File: config.mk
export PLATFORM = sky130hd
export DESIGN_NAME = drive_input_terminal_decoder
export DESIGN_NICKNAME = d
export VERILOG_FILES = /design/src/terminal_decoder_pkg.sv /design/src/drive_input_terminal_decoder.sv
export SDC_FILE = /design/constraint.sdc
export NUM_CORES = 1
export LEC_CHECK = 0
export ABC_AREA = 1
export BUFFER_PORTS_ARGS = -buffer_cell sky130_fd_sc_hd__buf_2
export CORE_ASPECT_RATIO = 1.2
export CORE_UTILIZATION = 45
export DETAILED_ROUTE_END_ITERATION = 8
export MAX_ROUTING_LAYER = met4
export PLACE_DENSITY = 0.76
export SLEW_MARGIN = 20
export SYNTH_ARGS = -nofsm -noshare
export SYNTH_HDL_FRONTEND = slang
export SYNTH_SLANG_ARGS = --single-unit
File: constraint.sdc
create_clock -name clock -period 41.9 [get_ports clock]
set_input_delay 2.095 -clock clock [delete_from_list [all_inputs] [get_ports clock]]
set_output_delay 2.095 -clock clock [all_outputs]
set_load 0.01 [all_outputs]
File: src/terminal_decoder_pkg.sv
package terminal_decoder_pkg;
  localparam int TERM_N = 7;
  localparam int FUNC_W = 6;
  localparam int SEG_N = 16;
  localparam int SET_W = 10;
  localparam int FREQ_W = 16;
  localparam int FILT_W = 10;
  localparam int TICK_W = 16;
  // Clock rate and filter time unit
  localparam int CLOCK_MHZ = 25;
  localparam int FILTER_UNIT_US = 1000;
  localparam int TICK_CYCLES = CLOCK_MHZ * FILTER_UNIT_US;
  // Filter time in milliseconds
  localparam logic [FILT_W-1:0] FILTER_MAX_MS = 10'h3e8;
  localparam logic [FILT_W-1:0] FILTER_RESET_MS = 10'h00a;
  // Segment setting in tenths of a percent
  localparam logic [SET_W-1:0] FULL_SCALE = 10'h3e8;
  // Terminal function codes
  localparam logic [FUNC_W-1:0] FN_NONE = 6'h00;
  localparam logic [FUNC_W-1:0] FN_FORWARD = 6'h01;
  localparam logic [FUNC_W-1:0] FN_REVERSE = 6'h02;
  localparam logic [FUNC_W-1:0] FN_SEG0 = 6'h0c;
  localparam logic [FUNC_W-1:0] FN_SEG1 = 6'h0d;
  localparam logic [FUNC_W-1:0] FN_SEG2 = 6'h0e;
  localparam logic [FUNC_W-1:0] FN_SEG3 = 6'h0f;
  localparam logic [FUNC_W-1:0] FN_RAMP0 = 6'h10;
  localparam logic [FUNC_W-1:0] FN_RAMP1 = 6'h11;
  localparam logic [FUNC_W-1:0] FN_MOTOR = 6'h29;
  localparam logic [FUNC_W-1:0] FN_PID = 6'h2b;
  localparam logic [FUNC_W-1:0] FN_FAULT1 = 6'h2c;
  localparam logic [FUNC_W-1:0] FN_FAULT2 = 6'h2d;
  localparam logic [FUNC_W-1:0] FN_ESTOP = 6'h2f;
  localparam logic [FUNC_W-1:0] FN_STOP2 = 6'h30;
  localparam logic [FUNC_W-1:0] FN_DCBRAKE = 6'h31;
  localparam logic [FUNC_W-1:0] FN_RUNCLR = 6'h32;
  localparam logic [FUNC_W-1:0] FN_WIRE = 6'h33;
  localparam logic [FUNC_W-1:0] FN_NOREV = 6'h34;
  // Command modes, ramp pair 4 code and terminal PID gain switch condition
  localparam logic [1:0] MODE_TWO_1 = 2'h0;
  localparam logic [1:0] MODE_TWO_2 = 2'h1;
  localparam logic [1:0] MODE_THREE_1 = 2'h2;
  localparam logic [1:0] MODE_THREE_2 = 2'h3;
  localparam logic [1:0] RAMP_PAIR_4 = 2'h3;
  localparam logic [1:0] PID_BY_TERMINAL = 2'h1;
endpackage : terminal_decoder_pkg

File: src/drive_input_terminal_decoder.sv
`timescale 1ns/1ps
module drive_input_terminal_decoder #(
  parameter logic [terminal_decoder_pkg::TICK_W-1:0] TICK_CYCLES =
    terminal_decoder_pkg::TICK_W'(terminal_decoder_pkg::TICK_CYCLES)
) (
  input wire logic clock,
  input wire logic rst,
  input wire logic [terminal_decoder_pkg::TERM_N-1:0] terminal_closed,
  input wire logic [terminal_decoder_pkg::TERM_N-1:0] terminal_polarity,
  input wire logic [terminal_decoder_pkg::TERM_N-1:0][terminal_decoder_pkg::FUNC_W-1:0]
    terminal_function,
  input wire logic [terminal_decoder_pkg::FILT_W-1:0] terminal_filter_time,
  input wire logic [1:0] terminal_command_mode,
  input wire logic reverse_prohibit_setting,
  input wire logic [1:0] pid_gain_switch_condition,
  input wire logic [terminal_decoder_pkg::FREQ_W-1:0] maximum_output_frequency,
  input wire logic [terminal_decoder_pkg::SEG_N-1:0][terminal_decoder_pkg::SET_W-1:0]
    segment_setting,
  output logic [terminal_decoder_pkg::TERM_N-1:0] terminal_active,
  output logic [3:0] segment_index,
  output logic [terminal_decoder_pkg::FREQ_W-1:0] segment_frequency,
  output logic [1:0] accel_select,
  output logic [1:0] decel_select,
  output logic motor_set_two,
  output logic pid_gain_set_two,
  output logic user_fault_alarm_one,
  output logic user_fault_alarm_two,
  output logic emergency_stop,
  output logic current_at_limit,
  output logic decel_stop_two,
  output logic dc_brake_request,
  output logic run_time_clear,
  output logic [1:0] effective_command_mode,
  output logic reverse_blocked,
  output logic run_forward,
  output logic run_reverse
);
  import terminal_decoder_pkg::*;

  typedef struct packed {
    logic [TICK_W-1:0] tick_cnt;
    logic [TERM_N-1:0][FILT_W-1:0] hold;
    logic [TERM_N-1:0] filt;
    logic [3:0] seg_idx;
    logic [FREQ_W-1:0] seg_freq;
    logic [1:0] accel_sel;
    logic [1:0] decel_sel;
    logic motor2;
    logic pid2;
    logic fault1;
    logic fault2;
    logic estop;
    logic stop2;
    logic dcbrake;
    logic runclr;
    logic [1:0] mode;
    logic norev;
    logic run_fwd;
    logic run_rev;
  } state_t;

  state_t st_ff;
  state_t nxt_st;
  logic [TERM_N-1:0] raw_active;
  logic tick;

  // Any filtered terminal carrying this function is active
  function automatic logic func_on(input logic [TERM_N-1:0] act,
                                   input logic [TERM_N-1:0][FUNC_W-1:0] fn,
                                   input logic [FUNC_W-1:0] code);
    logic hit;
    hit = 1'b0;
    for (int i = 0; i < TERM_N; i++) begin
      if (act[i] && fn[i] == code && code != FN_NONE) begin
        hit = 1'b1;
      end
    end
    return hit;
  endfunction : func_on

  function automatic logic [FREQ_W-1:0] scale_freq(input logic [SET_W-1:0] s,
                                                   input logic [FREQ_W-1:0] mx);
    logic [SET_W-1:0] c;
    logic [25:0] p;
    c = (s > FULL_SCALE) ? FULL_SCALE : s;
    p = 26'(c) * 26'(mx);
    return FREQ_W'(p / 26'(FULL_SCALE));
  endfunction : scale_freq

  assign raw_active = terminal_closed ^ terminal_polarity;
  assign tick = (st_ff.tick_cnt == TICK_CYCLES - 1'b1);

  always_comb begin
    logic [TERM_N-1:0] f;
    logic forward_run_input;
    logic reverse_run_input;
    logic wire_tog;
    logic [1:0] ramp;
    logic [FILT_W-1:0] ftime;
    f = '0;
    forward_run_input = 1'b0;
    reverse_run_input = 1'b0;
    wire_tog = 1'b0;
    ramp = 2'h0;
    ftime = '0;
    nxt_st = st_ff;
    nxt_st.tick_cnt = tick ? '0 : st_ff.tick_cnt + 1'b1;
    ftime = (terminal_filter_time > FILTER_MAX_MS) ? FILTER_MAX_MS : terminal_filter_time;
    // Level must stay changed across ftime filter unit ticks before it is taken; the first tick may come early
    for (int i = 0; i < TERM_N; i++) begin
      if (raw_active[i] == st_ff.filt[i]) begin
        nxt_st.hold[i] = '0;
      end else if (ftime == '0) begin
        nxt_st.filt[i] = raw_active[i];
      end else if (tick) begin
        if (st_ff.hold[i] + 1'b1 >= ftime) begin
          nxt_st.filt[i] = raw_active[i];
          nxt_st.hold[i] = '0;
        end else begin
          nxt_st.hold[i] = st_ff.hold[i] + 1'b1;
        end
      end
    end
    f = st_ff.filt;
    // Unassigned selection bits read as zero through func_on
    nxt_st.seg_idx = {func_on(f, terminal_function, FN_SEG3),
                      func_on(f, terminal_function, FN_SEG2),
                      func_on(f, terminal_function, FN_SEG1),
                      func_on(f, terminal_function, FN_SEG0)};
    nxt_st.seg_freq = scale_freq(segment_setting[st_ff.seg_idx], maximum_output_frequency);
    ramp = {func_on(f, terminal_function, FN_RAMP1),
            func_on(f, terminal_function, FN_RAMP0)};
    nxt_st.stop2 = func_on(f, terminal_function, FN_STOP2);
    nxt_st.accel_sel = ramp;
    nxt_st.decel_sel = nxt_st.stop2 ? RAMP_PAIR_4 : ramp;
    nxt_st.motor2 = func_on(f, terminal_function, FN_MOTOR);
    nxt_st.pid2 = (pid_gain_switch_condition == PID_BY_TERMINAL) &&
                  func_on(f, terminal_function, FN_PID);
    nxt_st.fault1 = func_on(f, terminal_function, FN_FAULT1);
    nxt_st.fault2 = func_on(f, terminal_function, FN_FAULT2);
    nxt_st.estop = func_on(f, terminal_function, FN_ESTOP);
    nxt_st.dcbrake = func_on(f, terminal_function, FN_DCBRAKE);
    nxt_st.runclr = func_on(f, terminal_function, FN_RUNCLR);
    wire_tog = func_on(f, terminal_function, FN_WIRE);
    nxt_st.mode = terminal_command_mode;
    if (wire_tog && !terminal_command_mode[1]) begin
      nxt_st.mode = {1'b1, terminal_command_mode[0]};
    end
    nxt_st.norev = reverse_prohibit_setting || func_on(f, terminal_function, FN_NOREV);
    forward_run_input = func_on(f, terminal_function, FN_FORWARD);
    reverse_run_input = func_on(f, terminal_function, FN_REVERSE);
    nxt_st.run_fwd = 1'b0;
    nxt_st.run_rev = 1'b0;
    unique case (nxt_st.mode)
      MODE_TWO_1: begin
        nxt_st.run_fwd = forward_run_input && !reverse_run_input;
        nxt_st.run_rev = reverse_run_input && !forward_run_input;
      end
      MODE_TWO_2: begin
        nxt_st.run_fwd = forward_run_input && !reverse_run_input;
        nxt_st.run_rev = forward_run_input && reverse_run_input;
      end
      MODE_THREE_1, MODE_THREE_2: begin
        nxt_st.run_fwd = 1'b0;
        nxt_st.run_rev = 1'b0;
      end
    endcase
    if (nxt_st.norev) begin
      nxt_st.run_rev = 1'b0;
    end
  end

  always_ff @(posedge clock or posedge rst) begin
    if (rst) begin
      st_ff <= '0;
    end else begin
      st_ff <= nxt_st;
    end
  end

  assign terminal_active = st_ff.filt;
  assign segment_index = st_ff.seg_idx;
  assign segment_frequency = st_ff.seg_freq;
  assign accel_select = st_ff.accel_sel;
  assign decel_select = st_ff.decel_sel;
  assign motor_set_two = st_ff.motor2;
  assign pid_gain_set_two = st_ff.pid2;
  assign user_fault_alarm_one = st_ff.fault1;
  assign user_fault_alarm_two = st_ff.fault2;
  assign emergency_stop = st_ff.estop;
  assign current_at_limit = st_ff.estop;
  assign decel_stop_two = st_ff.stop2;
  assign dc_brake_request = st_ff.dcbrake;
  assign run_time_clear = st_ff.runclr;
  assign effective_command_mode = st_ff.mode;
  assign reverse_blocked = st_ff.norev;
  assign run_forward = st_ff.run_fwd;
  assign run_reverse = st_ff.run_rev;

  // Index rebuilt from each segment code's offset, apart from the decode above
  logic [3:0] seg_seen;
  always_comb begin
    seg_seen = 4'h0;
    for (int i = 0; i < TERM_N; i++) begin
      if (st_ff.filt[i] && terminal_function[i] >= FN_SEG0 &&
          terminal_function[i] <= FN_SEG3) begin
        seg_seen[2'(terminal_function[i] - FN_SEG0)] = 1'b1;
      end
    end
  end
endmodule : drive_input_terminal_decoder

### Yosys cells after proc, flatten, opt, wreduce, memory -nomap -nowiden

Index checks and enable logic that the tools add are counted.

* register bits after elaboration: 130
* input bits: 249
* output and inout bits: 45
* logic and storage cells: 555

* $add $sub $neg: 8
* multiply operators: 1
* divide/modulo/power cells: 1
* $lt $le $gt $ge: 10
* equal/unequal tests: 145
* muxes and demuxes: 184
* bitwise gates (word level): 8
* reductions and logical operators: 167

Operator list (count)
* 6-bit == test, second input constant: 70
* 10-bit 2-to-1 mux: 31
* 6-bit by 4-bit == test with 1-bit output, second input constant: 28
* 1-bit 2-to-1 mux: 148
* 1-bit logical AND: 131
* 6-bit by 5-bit == test with 1-bit output, second input constant: 14
* 10-bit by 1-bit adder with 10-bit output, second input constant: 7
* 10-bit >= comparator: 7
* 6-bit by 1-bit == test with 1-bit output, second input constant: 7
* 6-bit by 2-bit == test with 1-bit output, second input constant: 7
* 10-bit binary-select mux with 4-bit select: 1
* 2-bit nonzero test: 15
* 26-bit by 10-bit divider with 26-bit output, second input constant: 1
* 10-bit by 16-bit multiplier with 26-bit output: 1
* 3-bit AND reduction: 7
* 10-bit > comparator, second input constant: 2
* 16-bit by 1-bit adder with 16-bit output, second input constant: 1
* 16-bit by 15-bit == test with 1-bit output, second input constant: 1
* 16-bit 2-to-1 mux: 1
* 2-bit AND reduction: 7
* 10-bit zero test: 1
* 2-bit by 1-bit != test with 1-bit output, second input constant: 5
* 1-bit == test: 7
* 1-bit inverter: 7
* 11 further kinds: 17

### Longest topological paths before layout

Gate-level depths: netlist of run 1.

* word-level depth: 15
* mapped depth: 135

### Least setup slack after synthesis of run 1

Ideal clock, no wire load.

* path kind: input -> register
* start: input segment_setting[91] in the netlist's numbering
* end: register st_ff (netlist bit segment_frequency[0])
* library setup time: 0.116 ns
* data arrival time: 15.025 ns
* setup slack: 26.759 ns
* cell stages on the path: 117
* cells stage by stage: inv_1 > a21oi_1 > o21ai_0 > o21ai_0 > o211ai_1 > nand2_1 > nor4_1 > a311o_1 > nand2_1 > inv_1 > clkbuf_1 > nand2_1 > fa_1 > inv_1 > fa_1 > fa_1 > fa_1 > inv_1 > [81 not listed] > nand3_4 > nand2_4 > a21boi_4 > nand2_1 > nor2_2 > nand2_2 > nand3b_1 > nand2_2 > nor2_2 > nand3_2 > nand2_4 > nand2_1 > nand2_1 > inv_1 > nand2_1 > nand2_1 > nand2_1 > nand2_1

RTL lines
* start, declared: RTL line drive_input_terminal_decoder.sv:18 `segment_setting,`
* end signal, assigned: RTL line drive_input_terminal_decoder.sv:177 `st_ff <= nxt_st;`
* end, declared: RTL line drive_input_terminal_decoder.sv:62 `state_t st_ff;`

==> impl_metrics.toml, run 1 <==
[status]
outcome = "finished clean"

[clock_tree]
cts_tree = "done"
cts_resized = 0
root_buffer = "clkbuf_16"
clockBufferDepth = 2
clock_latency_ps = 460
cts_max_level = 4
clk_pin_slew_ps = 70
clock_sinks = 130
cts_hold_buf = 0
cts_setup_buffers = 0
cts_buffers = 17

[synth]
synth-seq-cells = 130
syn_nets = 3457
yosys_warnings = 0
synthFlopType = "dfrtp_1"
ys_seq_area_frac = 0.161
synthCells = 2959
async_flop_share = 1.00
netlist_area_sq_um = 20300
yosysUniqueCellTypes = 69
synth_edf_count = 0
synth.avg_cell_area_sq_um = 6.85

[setup_path]
cp_data_arrival_time_ps = 17120
critical_path.endpoint_type = "flip-flop"
worst-setup-path-type = "primary input to flip-flop"
crit_path_max_fanout = 12
cp_slowest_cell = "fa_1"
cp-start-kind = "primary input"
cp_slowest_stage_delay_ps = 550
crit_required_ps = 42250
crit_top_cell = "nand2_1"

[worst_hold_path]
hold_class = "flip-flop to flip-flop"

[die]
core_sq_um = 44100
fp.dieH_microns = 234
initial_core_util = 0.459
die_area_sq_um = 45900
rows = 84
die_x_microns = 196
io_pins = 294

[layout]
drive_above_1_share = 0.185
nFillCells = 4417
area_delta_synth_final_pct = 12.0
nNetsFinal = 3704
fin_area_sq_um = 22700
final_util = 0.514

[placed_design]
port_buffers = 293
place.gp.congestion = 1.03
place_area_sq_um = 22100
hpwl_mm = 47.5

[route]
drc = 0
drt_wl_total_mm = 58.6
first_pass_iters = 5
drt_iter0_markers = 1143
vias = 19900
wl_per_cell_microns = 15.5
ant_nets = 0
vias_per_cell = 5.25

[sta]
fin_tns_setup_ps = 0
fmax_mhz = 59.6
hold_viol_final = 0
skew_ps = 15.0
grt_setup_unrepaired = "false"
setup_viol = 0
tightest_slew_ps = 1000
slew_headroom = 0.316
fin_crit_ps = 16770
drv_slew = 0
min_period_over_period = 0.400

[global_routing]
grt_pass1_vias = 19400
grt_pass1_wl_mm = 95.7
grtUsageTotal = 0.269
grt.overflow.total = 0
antenna_found_initial = 1
grt_max_degree = 92

[run]
drv_cap = 0
critical path: cells and delay by family:
kind,cells,cell delay [ps]
simple gates,75,8100
fa+ha+maj,6,2970
xor+xnor,1,310
buf+inv,15,1340
compound gates,11,1980
mux,1,340
area by class of cell:
type / instances / area [sq um] / area share
well taps: 559 / 699 / 0.0308
inverters: 616 / 2340 / 0.103
clock inverters: 15 / 173 / 0.00760
clock buffers: 17 / 425 / 0.0187
diodes: 1 / 2.50 / 0.000110
multi-input cells: 2139 / 14300 / 0.629
flip-flops and latches: 130 / 3260 / 0.143
repair buffers: 302 / 1530 / 0.0676
cells by family (layout without fill, tap and decap cells):
| logic type | after synthesis | in the layout | synth area share |
|---|---|---|---|
| flip-flops | 130 | 130 | 0.161 |
| AO/OA/AOI/OAI | 402 | 402 | 0.123 |
| buffers and inverters | 690 | 950 | 0.135 |
| adder cells (fa/ha/maj) | 249 | 249 | 0.194 |
| multiplexers | 44 | 44 | 0.0217 |
| AND/OR/NAND/NOR | 1343 | 1343 | 0.321 |
| other | 0 | 1 | 0 |
| XOR/XNOR | 101 | 101 | 0.0440 |
cells in the mapped netlist (18+ instances only):
master / instances / area [sq um]
dfrtp_1: 130 / 3250
nor3_1: 47 / 235
nand2_1: 577 / 2170
o22ai_1: 50 / 313
a21oi_1: 82 / 410
o211ai_1: 44 / 330
clkbuf_1: 33 / 124
fa_1: 110 / 2200
mux2i_1: 44 / 440
inv_2: 36 / 135
inv_1: 566 / 2120
nand2_2: 91 / 569
nand4_1: 49 / 307
nand3_1: 181 / 906
nor2_2: 22 / 138
buf_4: 34 / 255
nor4_1: 18 / 113
nor2_1: 253 / 950
ha_1: 139 / 1740
o21ai_0: 118 / 591
xor2_1: 84 / 736
nand2_4: 34 / 383
o21a_1: 27 / 203
nand3_2: 26 / 260
metrics by stage:
stage | hold slack, ps | instances | worst slack (ps)
floorplan | 433 | 2959 | 26760
global placement | 461 | 3746 | 24980
detailed placement | 466 | 3746 | 24840
CTS | 473 | 3778 | 25280
global route | 495 | 3779 | 23540
finish | 471 | 3779 | 25130
layout by cell type (no fill, tap or decap), drive strengths merged, types with 18 or more instances in the layout:
master / n
fa: 110
o21a: 27
inv: 614
nor2: 289
a21oi: 85
o22ai: 50
buf: 302
o211ai: 44
nand3: 210
nand2: 706
dfrtp: 130
o21ai: 141
mux2i: 44
xor2: 85
nor3: 47
ha: 139
nor4: 18
nand4: 51
flip-flops by register name (all words and copies together) (netlist names), 2 cells and up:
signal and flops:
accel_select 2, terminal_active 7, segment_frequency 16, segment_index 4, st_ff 86, effective_command_mode 2, decel_select 2
final timing paths:
path,to,slack (ps),startpoint,depth (start not counted)
max,segment_frequency[0],25130,segment_setting[111],109
min,st_ff[114],470,st_ff[114],1
max reg2reg,segment_frequency[0],25230,segment_index[0],109
min reg2reg,st_ff[114],470,st_ff[114],1
max in group asynchronous,st_ff[112],38780,rst,3
min in group asynchronous,motor_set_two,1730,rst,2
metal layers:
metal | vias to the layer above | GRT usage | share of wire
met4 | 0 | 0.130 | 0.042
met5 | - | - | 0
met3 | 134 | 0.0391 | 0.062
met1 | 9101 | 0.317 | 0.42
met2 | 687 | 0.454 | 0.48
li1 | 9929 | - | -
Power of run 1 is left out: the tool's default activity adds up to more than one toggle a clock period on the data nets, which glitch-free logic cannot reach.
==> inputs of run 2 (changes only) <==
--- a/config.mk
+++ b/config.mk
@@ -11,7 +11,7 @@
 export CORE_UTILIZATION = 45
 export DETAILED_ROUTE_END_ITERATION = 8
 export MAX_ROUTING_LAYER = met4
-export PLACE_DENSITY = 0.76
+export PLACE_DENSITY = 0.79
 export SLEW_MARGIN = 20
 export SYNTH_ARGS = -nofsm -noshare
 export SYNTH_HDL_FRONTEND = slang
==> constraint.sdc (replaced) <==
create_clock -name clock -period 15.29 [get_ports clock]
set_input_delay 0.7645 -clock clock [delete_from_list [all_inputs] [get_ports clock]]
set_output_delay 0.7645 -clock clock [all_outputs]
set_load 0.01 [all_outputs]
==> run 2 against run 1 <==
- sequential cell count unchanged
- via count up 5.5%
- highest routed layer unchanged
- setup slack worse by 25000 ps
- clock skew down 2.1 ps
- cell area up 8.4%
- cell count up 2.9%
- routed wire length up 8.0%
- largest cell class unchanged
==> impl_metrics.toml, run 2 (synthesis results as in run 1) <==
[clock_tree]
cts_tree = "done"
clk_pin_slew_ps = 70
clock_sinks = 130
cts_hold_buf = 0
clock_latency_ps = 460
cts_max_level = 4
cts_buffers = 17
clockBufferDepth = 2
root_buffer = "clkbuf_16"

[sta]
setup_viol = 0
holdWs_ps = 429
hold_viol_final = 0
slew_headroom = 0.235
fmax_mhz = 65.6
fin_tns_setup_ps = 0
grt_setup_unrepaired = "true"
fin_ws_ps = 47.0
min_period_over_period = 0.997
drv_slew = 0
skew_ps = 12.9
fin_crit_ps = 15240
tightest_slew_ps = 1120

[layout]
largest_reg_flops = 86
drive_above_1_share = 0.255
final_cell_mix = "555 x inv_1, 519 x nand2_1, 293 x buf_2, 236 x nor2_1, 157 x nand3_1"
nFillCells = 4033
final_util = 0.557
area_delta_synth_final_pct = 21.4
nNetsFinal = 3809
regMostFlops = "st_ff"
final_common_cell = "inv_1"

[setup_path]
crit_top_cell = "nand2_4"
worst-setup-path-type = "flip-flop to flip-flop"
crit_path_max_fanout = 18
crit_required_ps = 15690
rr_worst_depth = 109
critical_path.endpoint_type = "flip-flop"
cp_slowest_stage_delay_ps = 600
crit_family = "simple AND/OR/NAND/NOR gates"
reg2reg_slack_ps = 50
cp-start-kind = "flip-flop"
reg2reg_to = "segment_frequency[0]"
cp_data_arrival_time_ps = 15640
rr_startpoint = "segment_index[0]"
cp_slowest_cell = "fa_2"
path_buf_inv = 15

[placed_design]
hpwl_mm = 48.8
pre_cts_ws_ps = -200
port_buffers = 293
place.gp.congestion = 0.973

[route]
vias = 20900
drt_iter0_markers = 1495
wl_per_cell_microns = 16.3
first_pass_iters = 5
ant_nets = 0
drc = 0
vias_per_cell = 5.39
drt_wl_total_mm = 63.3

[global_routing]
grt_pass1_wl_mm = 97.4
antenna_found_initial = 5
grt_max_degree = 75
grt.overflow.total = 0
grt_pass1_vias = 19700
grtUsageTotal = 0.275

[die]
die_x_microns = 196
rows = 84
core_sq_um = 44100
initial_core_util = 0.459
die_area_sq_um = 45900
io_pins = 294
fp.dieH_microns = 234

[run]
drv_cap = 0

[status]
outcome = "finished clean"

[worst_hold_path]
hold_class = "primary input to asynchronous set/reset pin"
==> run 2: cell count changes in the layout (fill, tap and decap cells not counted), sizes merged <==
| cell | change |
|---|---|
| buf | +100 |
| clkbuf | +1 |
| clkinv | -1 |
| clkinvlp | +1 |
| diode | +4 |
| inv | -1 |
| nand2 | +4 |
==> run 2: per-layer routing <==
layer | global-route usage | part of all wire | vias to the layer above
met5 | - | 0 | -
met1 | 0.313 | 0.40 | 9766
met4 | 0.140 | 0.050 | 0
met3 | 0.0441 | 0.062 | 200
li1 | - | - | 10100
met2 | 0.468 | 0.49 | 835
==> run 2: final cells by class <==
class	count	area, sq um	share of cell area
Antenna cell	5	12.5	0.000509
Clock buffer	17	425	0.0173
Clock inverter	14	154	0.00626
Inverter	616	2350	0.0957
Multi-Input combinational cell	2143	15300	0.623
Sequential cell	130	3260	0.132
Tap cell	559	699	0.0284
Timing Repair Buffer	403	2380	0.0966
==> run 2: worst max path at each step <==
| stage | start | endpoint | slack [ps] | cells past startpoint |
|---|---|---|---|---|
| 2_1_floorplan | segment_index[0] | segment_frequency[0] | 1140 | 117 |
| 3_3_place_gp | segment_index[0] | segment_frequency[0] | 60 | 106 |
| 3_5_place_dp | segment_index[0] | segment_frequency[0] | -200 | 110 |
| 4_1_cts | segment_index[0] | segment_frequency[0] | 30 | 115 |
| 5_1_grt | segment_index[0] | segment_frequency[0] | -1000 | 113 |
| 6_report | segment_index[0] | segment_frequency[0] | 50 | 109 |
==> run 2: repair_timing <==
action | in CTS | in global routing
gates resized for setup | 9 | 256
setup endpoints to repair | 1 | 4
setup buffers | 7 | 64
gates cloned | 0 | 5
pin swaps | 1 | 135
==> run 2: worst register-to-register path, delay by kind of cell, from the launching register on <==
| family | cells | cell delay, ps |
|---|---|---|
| and+or+nand+nor | 77 | 7840 |
| adders and majority gates | 6 | 2960 |
| AOI/OAI and AO/OA | 8 | 1860 |
| buffers and inverters | 15 | 1390 |
| DFF | 1 | 510 |
| xor gates and xnor gates | 2 | 510 |
| muxes | 1 | 130 |
==> run 2: metrics by stage <==
| step | std cells | instance area [sq um] |
|---|---|---|
| 2_1_floorplan | 2959 | 20300 |
| 3_3_place_gp | 3775 | 22300 |
| 3_5_place_dp | 3775 | 22300 |
| 4_1_cts | 3813 | 23000 |
| 5_1_grt | 3887 | 24600 |
| 6_report | 3887 | 24600 |
Power of run 2 is left out for the same reason.
==> inputs of run 3 (changes only) <==
--- a/config.mk
+++ b/config.mk
@@ -7,7 +7,7 @@
 export LEC_CHECK = 0
 export ABC_AREA = 1
 export BUFFER_PORTS_ARGS = -buffer_cell sky130_fd_sc_hd__buf_2
-export CORE_ASPECT_RATIO = 1.2
+export CORE_ASPECT_RATIO = 1.1
 export CORE_UTILIZATION = 45
 export DETAILED_ROUTE_END_ITERATION = 8
 export MAX_ROUTING_LAYER = met4
==> run 3 against run 2 <==
- register-to-register slack about the same
- setup slack better by 8.7 ps
- global-route usage is 0.30 points higher
- count of clock-buffer cells in the layout unchanged
- die area about the same
==> impl_metrics.toml, run 3 (synthesis results as in run 1) <==
[status]
outcome = "finished clean"

[placed_design]
place.gp.congestion = 1.02
hpwl_mm = 49.4
placed_cells = 3817
port_buffers = 293

[sta]
grt_setup_unrepaired = "true"
skew_ps = 16.0
min_period_over_period = 0.996
holdWs_ps = 410
slew_headroom = 0.188
setup_viol = 0
fin_crit_ps = 15230
fmax_mhz = 65.6
drv_slew = 0
hold_viol_final = 0
tightest_slew_ps = 1210

[layout]
largest_reg_flops = 86
final_cell_mix = "548 x inv_1, 502 x nand2_1, 293 x buf_2, 231 x nor2_1, 158 x nand3_1"
drive_above_1_share = 0.270
nFillCells = 4020
regArea_sq_um = 3260
nNetsFinal = 3819
multiInputGateArea_sq_um = 15500
final_util = 0.565
instances_no_fill = 3927
area_delta_synth_final_pct = 23.9
regMostFlops = "st_ff"
final_common_cell = "inv_1"

[setup_path]
crit_family = "simple AND/OR/NAND/NOR gates"
cp_slowest_stage_delay_ps = 570
crit_top_cell = "nand2_4"
reg2reg_slack_ps = 60
cp_data_arrival_time_ps = 15590
path_buf_inv = 19
crit_path_max_fanout = 10
crit_required_ps = 15640
critical_path.endpoint_type = "flip-flop"
cp_slowest_cell = "fa_1"
cp-start-kind = "flip-flop"
worst-setup-path-type = "flip-flop to flip-flop"

[clock_tree]
clock_latency_ps = 460
clock_sinks = 130
cts_max_level = 4
clockBufferDepth = 2
cts_tree = "done"
root_buffer = "clkbuf_16"
clk_pin_slew_ps = 80
cts_hold_buf = 0
cts_buffers = 17

[die]
die_x_microns = 204
rows = 81
die_area_sq_um = 45900
core_sq_um = 44500
fp.dieH_microns = 225
initial_core_util = 0.456
io_pins = 294

[route]
ant_nets = 0
vias = 21000
drt_wl_total_mm = 65.1
vias_per_cell = 5.35
first_pass_iters = 8
drc = 0
wl_per_cell_microns = 16.6
drt_iter0_markers = 1598

[global_routing]
grtUsageTotal = 0.278
antenna_found_initial = 11
grt.overflow.total = 0
grt_pass1_vias = 19700
grt_pass1_wl_mm = 98.1
grt_max_degree = 74

[worst_hold_path]
hold_class = "primary input to asynchronous set/reset pin"

[run]
drv_cap = 0
-- run 3: cell types whose count changed in the layout (fill, tap and decap cells not counted), sizes merged --
cell / change
bufinv: +1
inv: +1
clkbuf: +1
diode: +7
buf: +11
nand2: -2
clkinv: -1
-- run 3: worst paths after layout --
path,from,to,cells after the start
worst min register to register,st_ff[114],st_ff[114],1
max in group asynchronous,rst,run_reverse,3
worst max register to register,segment_index[0],segment_frequency[0],121
worst max-delay path,segment_index[0],segment_frequency[0],121
min in group clock,terminal_command_mode[0],effective_command_mode[0],1
worst min-delay path,rst,st_ff[110],2
-- run 3: what timing repair did --
item	4_1_cts	5_1_grt
pin swaps	6	155
gates resized for setup	18	332
setup buffers	6	57
endpoints found under the setup margin	2	3
cloned	0	4
-- run 3: metal layers --
metal	up-vias	wire [microns]	GRT usage
met3	183	4870	0.0536
met4	0	2900	0.129
met1	9775	25900	0.327
met5	-	0	-
li1	10200	-	-
met2	880	31400	0.455
-- run 3: final cells by class --
type,count,share of cell area
Timing Repair Buffer,415,0.102
Tap cell,581,0.0289
Antenna cell,12,0.00120
Multi-Input combinational cell,2141,0.619
Inverter,616,0.0942
Clock buffer,17,0.0169
Sequential cell,130,0.130
Clock inverter,15,0.00777
-- run 3: metrics by stage --
step | TNS, ps | cell area, sq um | setup WS [ps]
floorplan | 0 | 20300 | 1140
global placement | 0 | 22500 | 34.6
detailed placement | -295 | 22500 | -295
CTS | 0 | 23300 | 21.1
global route | -1260 | 25100 | -789
finish | 0 | 25100 | 55.7
Power of run 3 is left out for the same reason.
